--- src/verilog/pfcsg_params.svh ---
// constants and functional notes for the switch gating and ready logic
// Functional notes
// - overcurrent resets the pwm latch immediately
// - zero-current flag only while sense below threshold
// - block turn-on while dead-time and zero-current low
// - zero-current marks dead-time, passed to on-time
// - overvoltage keeps switch off until flag clears
// - overvoltage tells on-time logic, no dead-time count
// - stage ready high only in regulated normal operation
// - startup latch set during every off phase
// - startup latch cleared when amplifier stops charging
// - stage ready low throughout startup phase
// - ready low while charging, brown-out, major fault
// - major faults: undervoltage, thermal, output undervoltage
// - latch-off input latches device off, ready low
// - dead-time flag high in dead-time, low otherwise
// - no pwm set while ramp not discharged
`ifndef PFCSG_PARAMS_SVH
`define PFCSG_PARAMS_SVH
// ------------------------------------------------------------
// synchroniser layout
// ------------------------------------------------------------
`define PFCSG_NFLAGS 12
`define PFCSG_B_OCP 0
`define PFCSG_B_ZCD 1
`define PFCSG_B_OVP 2
`define PFCSG_B_LOFF 3
`define PFCSG_B_SUPPLY_UNDERVOLT_FLAG 4
`define PFCSG_B_TSD 5
`define PFCSG_B_UVP 6
`define PFCSG_B_HVCS 7
`define PFCSG_B_BO 8
`define PFCSG_B_RAMP 9
`define PFCSG_B_CLK 10
`define PFCSG_B_EACHG 11
`define PFCSG_SYNC_RST 12'h000
`endif

--- src/verilog/pfcsg_pkg.sv ---
// types of the switch gating and ready logic
`default_nettype none
package pfcsg_pkg;
    // switching phase of the drive
    typedef enum logic [1:0] {
        PFCSG_OFF = 2'b00,
        PFCSG_WAIT = 2'b01,
        PFCSG_ON = 2'b10
    } pfcsg_phase_type;
endpackage : pfcsg_pkg
`default_nettype wire

--- src/verilog/pfcsg_gate.sv ---
// switch gating, dead-time, startup latch and stage ready logic
`include "pfcsg_params.svh"
`default_nettype none
module pfcsg_gate (
    input wire logic SYS_CLK,
    input wire logic SRST,
    input wire logic OVERCURRENT_IN,
    input wire logic ZERO_CURRENT_IN,
    input wire logic OVERVOLT_IN,
    input wire logic LATCH_OFF_INPUT,
    input wire logic SUPPLY_UNDERVOLT_FLAG,
    input wire logic THERMAL_FAULT_IN,
    input wire logic OUT_UNDERVOLT_IN,
    input wire logic STARTUP_CHARGING_IN,
    input wire logic BROWN_OUT_IN,
    input wire logic RAMP_DISCHARGED_FLAG,
    input wire logic OSC_CLOCK_IN,
    input wire logic EA_CHARGING_IN,
    input wire logic ON_TIME_END_IN,
    output logic DRIVE_OUT,
    output logic DEAD_TIME_FLAG,
    output logic ZERO_CURRENT_FLAG,
    output logic OVP_INFORM_OUT,
    output logic STARTUP_PHASE_FLAG,
    output logic STAGE_READY_OUT,
    output logic LATCHED_OFF_OUT,
    output pfcsg_pkg::pfcsg_phase_type PHASE_OUT
);
    import pfcsg_pkg::*;

    // ------------------------------------------------------------
    // state
    // ------------------------------------------------------------
    typedef struct packed {
        pfcsg_phase_type phase;
        logic drive;
        logic dead_time;
        logic zcd;
        logic ovp_inf;
        logic startup_latch;
        logic ready;
        logic latched_off;
        logic clk_pend;
    } pfcsg_state_type;

    pfcsg_state_type st_q;
    pfcsg_state_type st_d;
    logic [`PFCSG_NFLAGS-1:0] raw;
    logic [`PFCSG_NFLAGS-1:0] f;

    // ------------------------------------------------------------
    // flag synchronisation
    // ------------------------------------------------------------
    assign raw[`PFCSG_B_OCP] = OVERCURRENT_IN;
    assign raw[`PFCSG_B_ZCD] = ZERO_CURRENT_IN;
    assign raw[`PFCSG_B_OVP] = OVERVOLT_IN;
    assign raw[`PFCSG_B_LOFF] = LATCH_OFF_INPUT;
    assign raw[`PFCSG_B_SUPPLY_UNDERVOLT_FLAG] = SUPPLY_UNDERVOLT_FLAG;
    assign raw[`PFCSG_B_TSD] = THERMAL_FAULT_IN;
    assign raw[`PFCSG_B_UVP] = OUT_UNDERVOLT_IN;
    assign raw[`PFCSG_B_HVCS] = STARTUP_CHARGING_IN;
    assign raw[`PFCSG_B_BO] = BROWN_OUT_IN;
    assign raw[`PFCSG_B_RAMP] = RAMP_DISCHARGED_FLAG;
    assign raw[`PFCSG_B_CLK] = OSC_CLOCK_IN;
    assign raw[`PFCSG_B_EACHG] = EA_CHARGING_IN;

    pfcsg_sync #(.W(`PFCSG_NFLAGS)) u_sync (
        .clk(SYS_CLK),
        .srst(SRST),
        .async_in(raw),
        .sync_out(f)
    );

    // ------------------------------------------------------------
    // next state
    // ------------------------------------------------------------
    logic fault_now;
    logic stop_now;
    logic may_set;
    always_comb begin
        st_d = st_q;
        // major faults and not-ready conditions
        fault_now = f[`PFCSG_B_SUPPLY_UNDERVOLT_FLAG] | f[`PFCSG_B_TSD] | f[`PFCSG_B_UVP];
        stop_now = fault_now | f[`PFCSG_B_HVCS] | f[`PFCSG_B_BO]
            | st_q.latched_off | f[`PFCSG_B_LOFF];
        // zero current and dead-time from the synced comparator
        st_d.zcd = f[`PFCSG_B_ZCD];
        st_d.dead_time = f[`PFCSG_B_ZCD] & ~st_q.drive & ~f[`PFCSG_B_OVP];
        st_d.ovp_inf = f[`PFCSG_B_OVP];
        if (f[`PFCSG_B_LOFF]) begin
            st_d.latched_off = 1'b1;
        end
        // oscillator edge is remembered until the switch may turn on
        if (f[`PFCSG_B_CLK]) begin
            st_d.clk_pend = 1'b1;
        end
        may_set = st_q.clk_pend & f[`PFCSG_B_RAMP]
            & (st_q.dead_time | st_q.zcd)
            & ~f[`PFCSG_B_OVP] & ~f[`PFCSG_B_OCP] & ~stop_now;
        case (st_q.phase)
            PFCSG_OFF: begin
                st_d.drive = 1'b0;
                st_d.startup_latch = 1'b1;
                if (!stop_now) begin
                    st_d.phase = PFCSG_WAIT;
                end
            end
            PFCSG_WAIT: begin
                st_d.drive = 1'b0;
                if (stop_now) begin
                    st_d.phase = PFCSG_OFF;
                end else if (may_set) begin
                    st_d.drive = 1'b1;
                    st_d.clk_pend = 1'b0;
                    st_d.phase = PFCSG_ON;
                end
            end
            PFCSG_ON: begin
                if (f[`PFCSG_B_OCP] | f[`PFCSG_B_OVP] | stop_now
                    | ON_TIME_END_IN) begin
                    st_d.drive = 1'b0;
                    st_d.phase = stop_now ? PFCSG_OFF : PFCSG_WAIT;
                end
            end
            default: begin
                st_d.phase = PFCSG_OFF;
                st_d.drive = 1'b0;
            end
        endcase
        // end of startup once the amplifier stops charging
        if (st_q.phase != PFCSG_OFF && !f[`PFCSG_B_EACHG] && !stop_now) begin
            st_d.startup_latch = 1'b0;
        end
        st_d.ready = ~stop_now & ~st_d.startup_latch
            & (st_d.phase != PFCSG_OFF);
    end

    // ------------------------------------------------------------
    // state register
    // ------------------------------------------------------------
    always_ff @(posedge SYS_CLK) begin
        if (SRST) begin
            st_q <= '{phase: PFCSG_OFF, drive: 1'b0, dead_time: 1'b0, zcd: 1'b0,
                ovp_inf: 1'b0, startup_latch: 1'b1, ready: 1'b0,
                latched_off: 1'b0, clk_pend: 1'b0};
        end else begin
            st_q <= st_d;
        end
    end

    // outputs straight from the state register
    assign DRIVE_OUT = st_q.drive;
    assign DEAD_TIME_FLAG = st_q.dead_time;
    assign ZERO_CURRENT_FLAG = st_q.zcd;
    assign OVP_INFORM_OUT = st_q.ovp_inf;
    assign STARTUP_PHASE_FLAG = st_q.startup_latch;
    assign STAGE_READY_OUT = st_q.ready;
    assign LATCHED_OFF_OUT = st_q.latched_off;
    assign PHASE_OUT = st_q.phase;

    // ------------------------------------------------------------
    // assertions
    // ------------------------------------------------------------
    a_ocp_drive_off: assert property (@(posedge SYS_CLK) disable iff (SRST)
        f[`PFCSG_B_OCP] |=> !DRIVE_OUT)
        else $error("drive high after overcurrent");
    a_zcd_follows: assert property (@(posedge SYS_CLK) disable iff (SRST)
        ZERO_CURRENT_FLAG == $past(f[`PFCSG_B_ZCD]))
        else $error("zero-current flag without detection");
    a_turn_on_gate: assert property (@(posedge SYS_CLK) disable iff (SRST)
        $rose(DRIVE_OUT) |-> $past(DEAD_TIME_FLAG | ZERO_CURRENT_FLAG))
        else $error("turn-on while coil current flows");
    a_ovp_drive_off: assert property (@(posedge SYS_CLK) disable iff (SRST)
        f[`PFCSG_B_OVP] |=> !DRIVE_OUT)
        else $error("drive high during overvoltage");
    a_ovp_no_dt: assert property (@(posedge SYS_CLK) disable iff (SRST)
        $past(f[`PFCSG_B_OVP]) |-> OVP_INFORM_OUT && !DEAD_TIME_FLAG)
        else $error("dead-time counted during overvoltage");
    a_ready_startup: assert property (@(posedge SYS_CLK) disable iff (SRST)
        STARTUP_PHASE_FLAG |-> !STAGE_READY_OUT)
        else $error("ready during startup");
    a_off_sets_latch: assert property (@(posedge SYS_CLK) disable iff (SRST)
        PHASE_OUT == PFCSG_OFF |=> STARTUP_PHASE_FLAG)
        else $error("startup latch not set in off phase");
    a_latch_off_hold: assert property (@(posedge SYS_CLK) disable iff (SRST)
        f[`PFCSG_B_LOFF] |=> LATCHED_OFF_OUT ##1 !STAGE_READY_OUT [*3])
        else $error("latch-off not held");
    a_fault_ready: assert property (@(posedge SYS_CLK) disable iff (SRST)
        (f[`PFCSG_B_SUPPLY_UNDERVOLT_FLAG] | f[`PFCSG_B_BO] | f[`PFCSG_B_HVCS]) |=> !STAGE_READY_OUT)
        else $error("ready during fault");
    a_ramp_gate: assert property (@(posedge SYS_CLK) disable iff (SRST)
        $rose(DRIVE_OUT) |-> $past(f[`PFCSG_B_RAMP]))
        else $error("turn-on with ramp not discharged");
endmodule : pfcsg_gate
`default_nettype wire

--- src/verilog/pfcsg_sync.sv ---
// two flip-flop synchroniser for a group of flags
`include "pfcsg_params.svh"
`default_nettype none
module pfcsg_sync #(
    parameter int W = 12
) (
    input wire logic clk,
    input wire logic srst,
    input wire logic [W-1:0] async_in,
    output logic [W-1:0] sync_out
);
    logic [W-1:0] meta_q;
    // first stage feeds only the second
    always_ff @(posedge clk) begin
        if (srst) begin
            meta_q <= W'(`PFCSG_SYNC_RST);
            sync_out <= W'(`PFCSG_SYNC_RST);
        end else begin
            meta_q <= async_in;
            sync_out <= meta_q;
        end
    end
endmodule : pfcsg_sync
`default_nettype wire

--- config.mk ---
export PLATFORM = sky130hd
export DESIGN_NAME = pfcsg_gate
export DESIGN_NICKNAME = d
export VERILOG_FILES = /design/src/verilog/pfcsg_pkg.sv /design/src/verilog/pfcsg_gate.sv /design/src/verilog/pfcsg_sync.sv
export VERILOG_INCLUDE_DIRS = /design/src /design/src/verilog
export SDC_FILE = /design/constraint.sdc
export NUM_CORES = 1
export LEC_CHECK = 0
export BUFFER_PORTS_ARGS = -buffer_cell sky130_fd_sc_hd__buf_2
export CORE_MARGIN = 1
export CORE_UTILIZATION = 40
export CTS_BUF_LIST = sky130_fd_sc_hd__clkbuf_4 sky130_fd_sc_hd__clkbuf_8
export DETAILED_ROUTE_END_ITERATION = 8
export GPL_ROUTABILITY_DRIVEN = 0
export GPL_TIMING_DRIVEN = 0
export SYNTH_ARGS = -nofsm -noshare
export SYNTH_HDL_FRONTEND = slang
export SYNTH_SLANG_ARGS = --single-unit
--- constraint.sdc ---
create_clock -name SYS_CLK -period 2.9 [get_ports SYS_CLK]
set_clock_uncertainty 0.2 [all_clocks]
set_input_delay 0.435 -clock SYS_CLK [delete_from_list [all_inputs] [get_ports SYS_CLK]]
set_output_delay 0.435 -clock SYS_CLK [all_outputs]
set_load 0.005 [all_outputs]
Word-level counts from Yosys, hierarchy flattened
Index checks and enable logic that the tools add are counted.
{"block": "op_classes", "eq_ne": 3, "mux": 13, "n_reduce_logical": 7, "n_bitwise": 24}
{"cell": "$or 1x1->1", "n": 10}
{"cell": "$and 1x1->1", "n": 9}
{"cell": "$pmux 3 s3", "n": 1}
{"cell": "$mux 1", "n": 8}
{"cell": "$mux 3", "n": 2}
{"cell": "$not 1->1", "n": 5}
{"cell": "$mux 2", "n": 2}
{"cell": "$reduce_bool 2->1", "n": 2}
{"cell": "$eq 2x1->1 const B", "n": 1}
{"cell": "$eq 2x2->1 const B", "n": 1}
{"cell": "$logic_and 1x1->1", "n": 2}
{"cell": "$logic_not 1->1", "n": 2}
{"cell": "$logic_not 2->1", "n": 1}
{"cell": "$ne 2x2->1 const B", "n": 1}
{"block": "word_totals", "output_inout_bits": 9, "word_cells": 58, "input_bits": 15, "register_bits": 34}

Longest topological paths before layout
{"block": "logic_depth", "depth_word": 13, "mapped_depth": 4}

Hierarchy
From an unflattened synthesis, not the netlist that was laid out.
{"block": "hier_totals", "hier_cells": 92, "area_unflattened_um2": 1149.9}
{"mod": "pfcsg_sync", "area_each_um2": 693.2, "instances": 1, "cells_per_inst": 50}
{"mod": "pfcsg_gate", "area_each_um2": 456.7, "instances": 1, "cells_per_inst": 42}

Worst setup path before layout
Ideal clock, no wire load.
{"block": "synth_timing", "kind": "input-to-reg", "startpoint": "input SRST", "endpoint": "register st_q, in the netlist STAGE_READY_OUT", "path_slack_ps": 1502, "stages": 4, "setup_ps": 86, "arrival_time_ps": 1113, "required_time_ps": 2614, "cell_sequence": "clkbuf_1 -> nor4_1 -> nand2_1 -> a211oi_1"}
{"element": "start: declaration", "line_no": "pfcsg_gate.sv:6", "rtl": "input wire logic SRST,"}
{"element": "end signal: assignment", "line_no": "pfcsg_gate.sv:143", "rtl": "st_q <= '{phase: PFCSG_OFF, drive: 1'b0, dead_time: 1'b0, zcd: 1'b0,"}
{"element": "end signal: assignment", "line_no": "pfcsg_gate.sv:147", "rtl": "st_q <= st_d;"}
{"element": "end: declaration", "line_no": "pfcsg_gate.sv:46", "rtl": "pfcsg_state_type st_q;"}

Final worst setup path
{"block": "layout_timing", "startpoint": "register st_q, in the netlist PHASE_OUT[1]", "endpoint": "output PHASE_OUT[1]"}
{"element": "end: declaration", "line_no": "pfcsg_gate.sv:27", "rtl": "output pfcsg_pkg::pfcsg_phase_type PHASE_OUT"}
No word-level cell between the ends.

==> out/metrics.csv <==
metric,value,unit
status,"complete, no violations",
postCtsSetupBuffers,0,
tritoncts,yes,
drive_gt1_share,27.2,%
gr-total-overflow,0,
synthCells,94,
placementRows,18,
wl_per_cell,9.57,um
hold_violations,0,
relSlewSlack,70.0,%
cts-hold-fix-buffers,0,
synthTopCellsByArea,"dfxtp_1 65%, nor2b_1 10%, and2b_1 6.4%",
ys_types,22,
ff2ff_setup_slack,1350,ps
coreArea,2480,sq um
post_dp_cell_area,1200,sq um
worstMarginPinSlew,451,ps
root_buffer,clkbuf_4,
ant_nets,0,
power.density,639,nW/um^2
ys.warnings.count,0,
io_pins,24,
via_per_inst,4.45,
cp.required,2270,ps
p_leak,0.563,nW
grt_max_degree,11,
grt_pass1_vias,546,
area_growth_syn_to_layout,20.6,%
nNetsFinal,139,
wl,1480,um
p_seq_share,61.3,%
switchingPower,0.169,mW
drv_slew,0,
synth.yosys.seq_area_share,64.8,%
path_max_fanout,7,
ir_drop,0.453,mV
initial_core_util,42.4,%
path_class,reg2out,
post_cts_resized,0,
ff2ff_path_depth,3,
slowest_stage,dfxtp_1,
cp-start-kind,flip-flop,
ys_ff_latch,34,
dieArea,2830,sq um
max_clock_freq,598,MHz
grt_usage,12.2,%
syn_area_per_cell,11.2,sq um
p_int,0.640,mW
holdWs,117,ps
cts_buffers,5,
first_pass_iters,2,
worst-path-buf-inv,2,
rsz0062_at_grt,false,
setup_viol,0,
worstSetupEndpoint,PHASE_OUT[1],
htree_levels,2,
worstSkewPairLatency,310,ps
grt_pass1_wl,2290,um
crit_start,PHASE_OUT[1],
clock_path_buffers,2,
power_frac_comb,5.6,%
crit-reg2reg-capture,st_q[0],
yosysTopAreaCell,dfxtp_1,
reg2reg_from,LATCHED_OFF_OUT,
n_antenna_cell,0,
drc,0,
synth-edff-count,0,
worstPathArrival,1040,ps
ys.flop_type,dfxtp_1,
syn_area,1050,sq um
path_depth,2,
cts.sinks,34,
hold_class,in2reg,
design_area,1270,sq um
total_power,0.809,mW
io_buffers,23,
chipWidth,53.2,um
cpPeakStageDelay,470,ps
vias,689,
synth_top_cell_area_share,64.8,%
path_delay_family,flip-flops,
power.share.switching,20.9,%
finalSetupTns,0,ps
clock_power_share,33.1,%
timing.final.crit_period,1670,ps
period_share,57.7,%
cp_cell_sequence,buf_4 -> buf_2,
maxCapViolCount,0,
end_kind,output pin,
drt_iter0_drc,3,
synth-async-reset-ratio,0,%
syn_nets,109,
antenna_found_initial,0,
die_h,53.2,um
path_clk_slew,90,ps
==> cells in the mapped netlist (all sizes together), types with 2 or more instances <==
cell    number
nor4         3
buf          2
clkbuf       3
nor2b       17
a21oi        2
dfxtp       34
nand2        2
nor3         2
and2b       10
nand3        2
inv          2
nor2         5
a211oi       2
==> how the worst min path moves through the flow <==
| stage | depth (start not counted) | to | slack, ps | startpoint |
|---|---|---|---|---|
| 5_1_grt | 2 | u_sync.meta_q[3] | 90 | LATCH_OFF_INPUT |
| 3_3_place_gp | 1 | u_sync.sync_out[3] | 220 | u_sync.meta_q[3] |
| 6_report | 2 | u_sync.meta_q[4] | 120 | SUPPLY_UNDERVOLT_FLAG |
| 4_1_cts | 2 | u_sync.meta_q[4] | 100 | SUPPLY_UNDERVOLT_FLAG |
| 2_1_floorplan | 1 | u_sync.sync_out[10] | 210 | u_sync.meta_q[10] |
| 3_5_place_dp | 1 | u_sync.sync_out[10] | 220 | u_sync.meta_q[10] |
==> per-stage QoR <==
step	worst slack [ps]	utilization, %	instances
floorplan	1500	-	94
global placement	1200	48.5	147
detailed placement	1170	48.5	147
CTS	1200	51.1	155
global route	1150	51.1	155
finish	1230	51.1	155
==> kinds of logic after synthesis <==
family,Yosys count,synth area share [%]
simple gates,45,26.7
flops,34,64.8
buf+inv,7,3.22
xor+xnor,1,0.834
compound gates,7,4.41
==> area by class of cell <==
class	count	area, sq um
Buffer	5	26.3
Clock buffer	7	58.8
Clock inverter	1	5.00
Fill cell	254	1210
Inverter	2	7.51
Multi-Input combinational cell	53	335
Sequential cell	34	681
Tap cell	30	37.5
Timing Repair Buffer	23	115
==> metal layers <==
layer / share of wire, % / GRT usage (%)
met4: 1.6 / 6.58
met3: 4.8 / 7.76
met5: 0 / 0
met1: 47 / 13.6
met2: 47 / 17.5
==> power groups by stage <==
stage	clock network (mW)	logic (mW)	registers (mW)
2_1_floorplan	0	0.0286	0.505
3_3_place_gp	0	0.0455	0.506
3_5_place_dp	0	0.0464	0.507
4_1_cts	0.279	0.0466	0.496
5_1_grt	0.303	0.0524	0.498
6_report	0.268	0.0454	0.496
==> worst reg2reg max path: cells and delay by family (launching register included) <==
kind             cells  cell delay (ps)
AND/OR/NAND/NOR      2              740
flip-flops           1              330
AO/OA/AOI/OAI        1              160
==> placed cells by master (no fill, tap or decap), types with 3 or more instances in the layout <==
cell type / instances
and2b_1: 9
buf_2: 23
clkbuf_1: 3
clkbuf_4: 6
dfxtp_1: 34
nor2_1: 5
nor2b_1: 17
nor4_1: 3
Power figures use the tool's default switching activity.
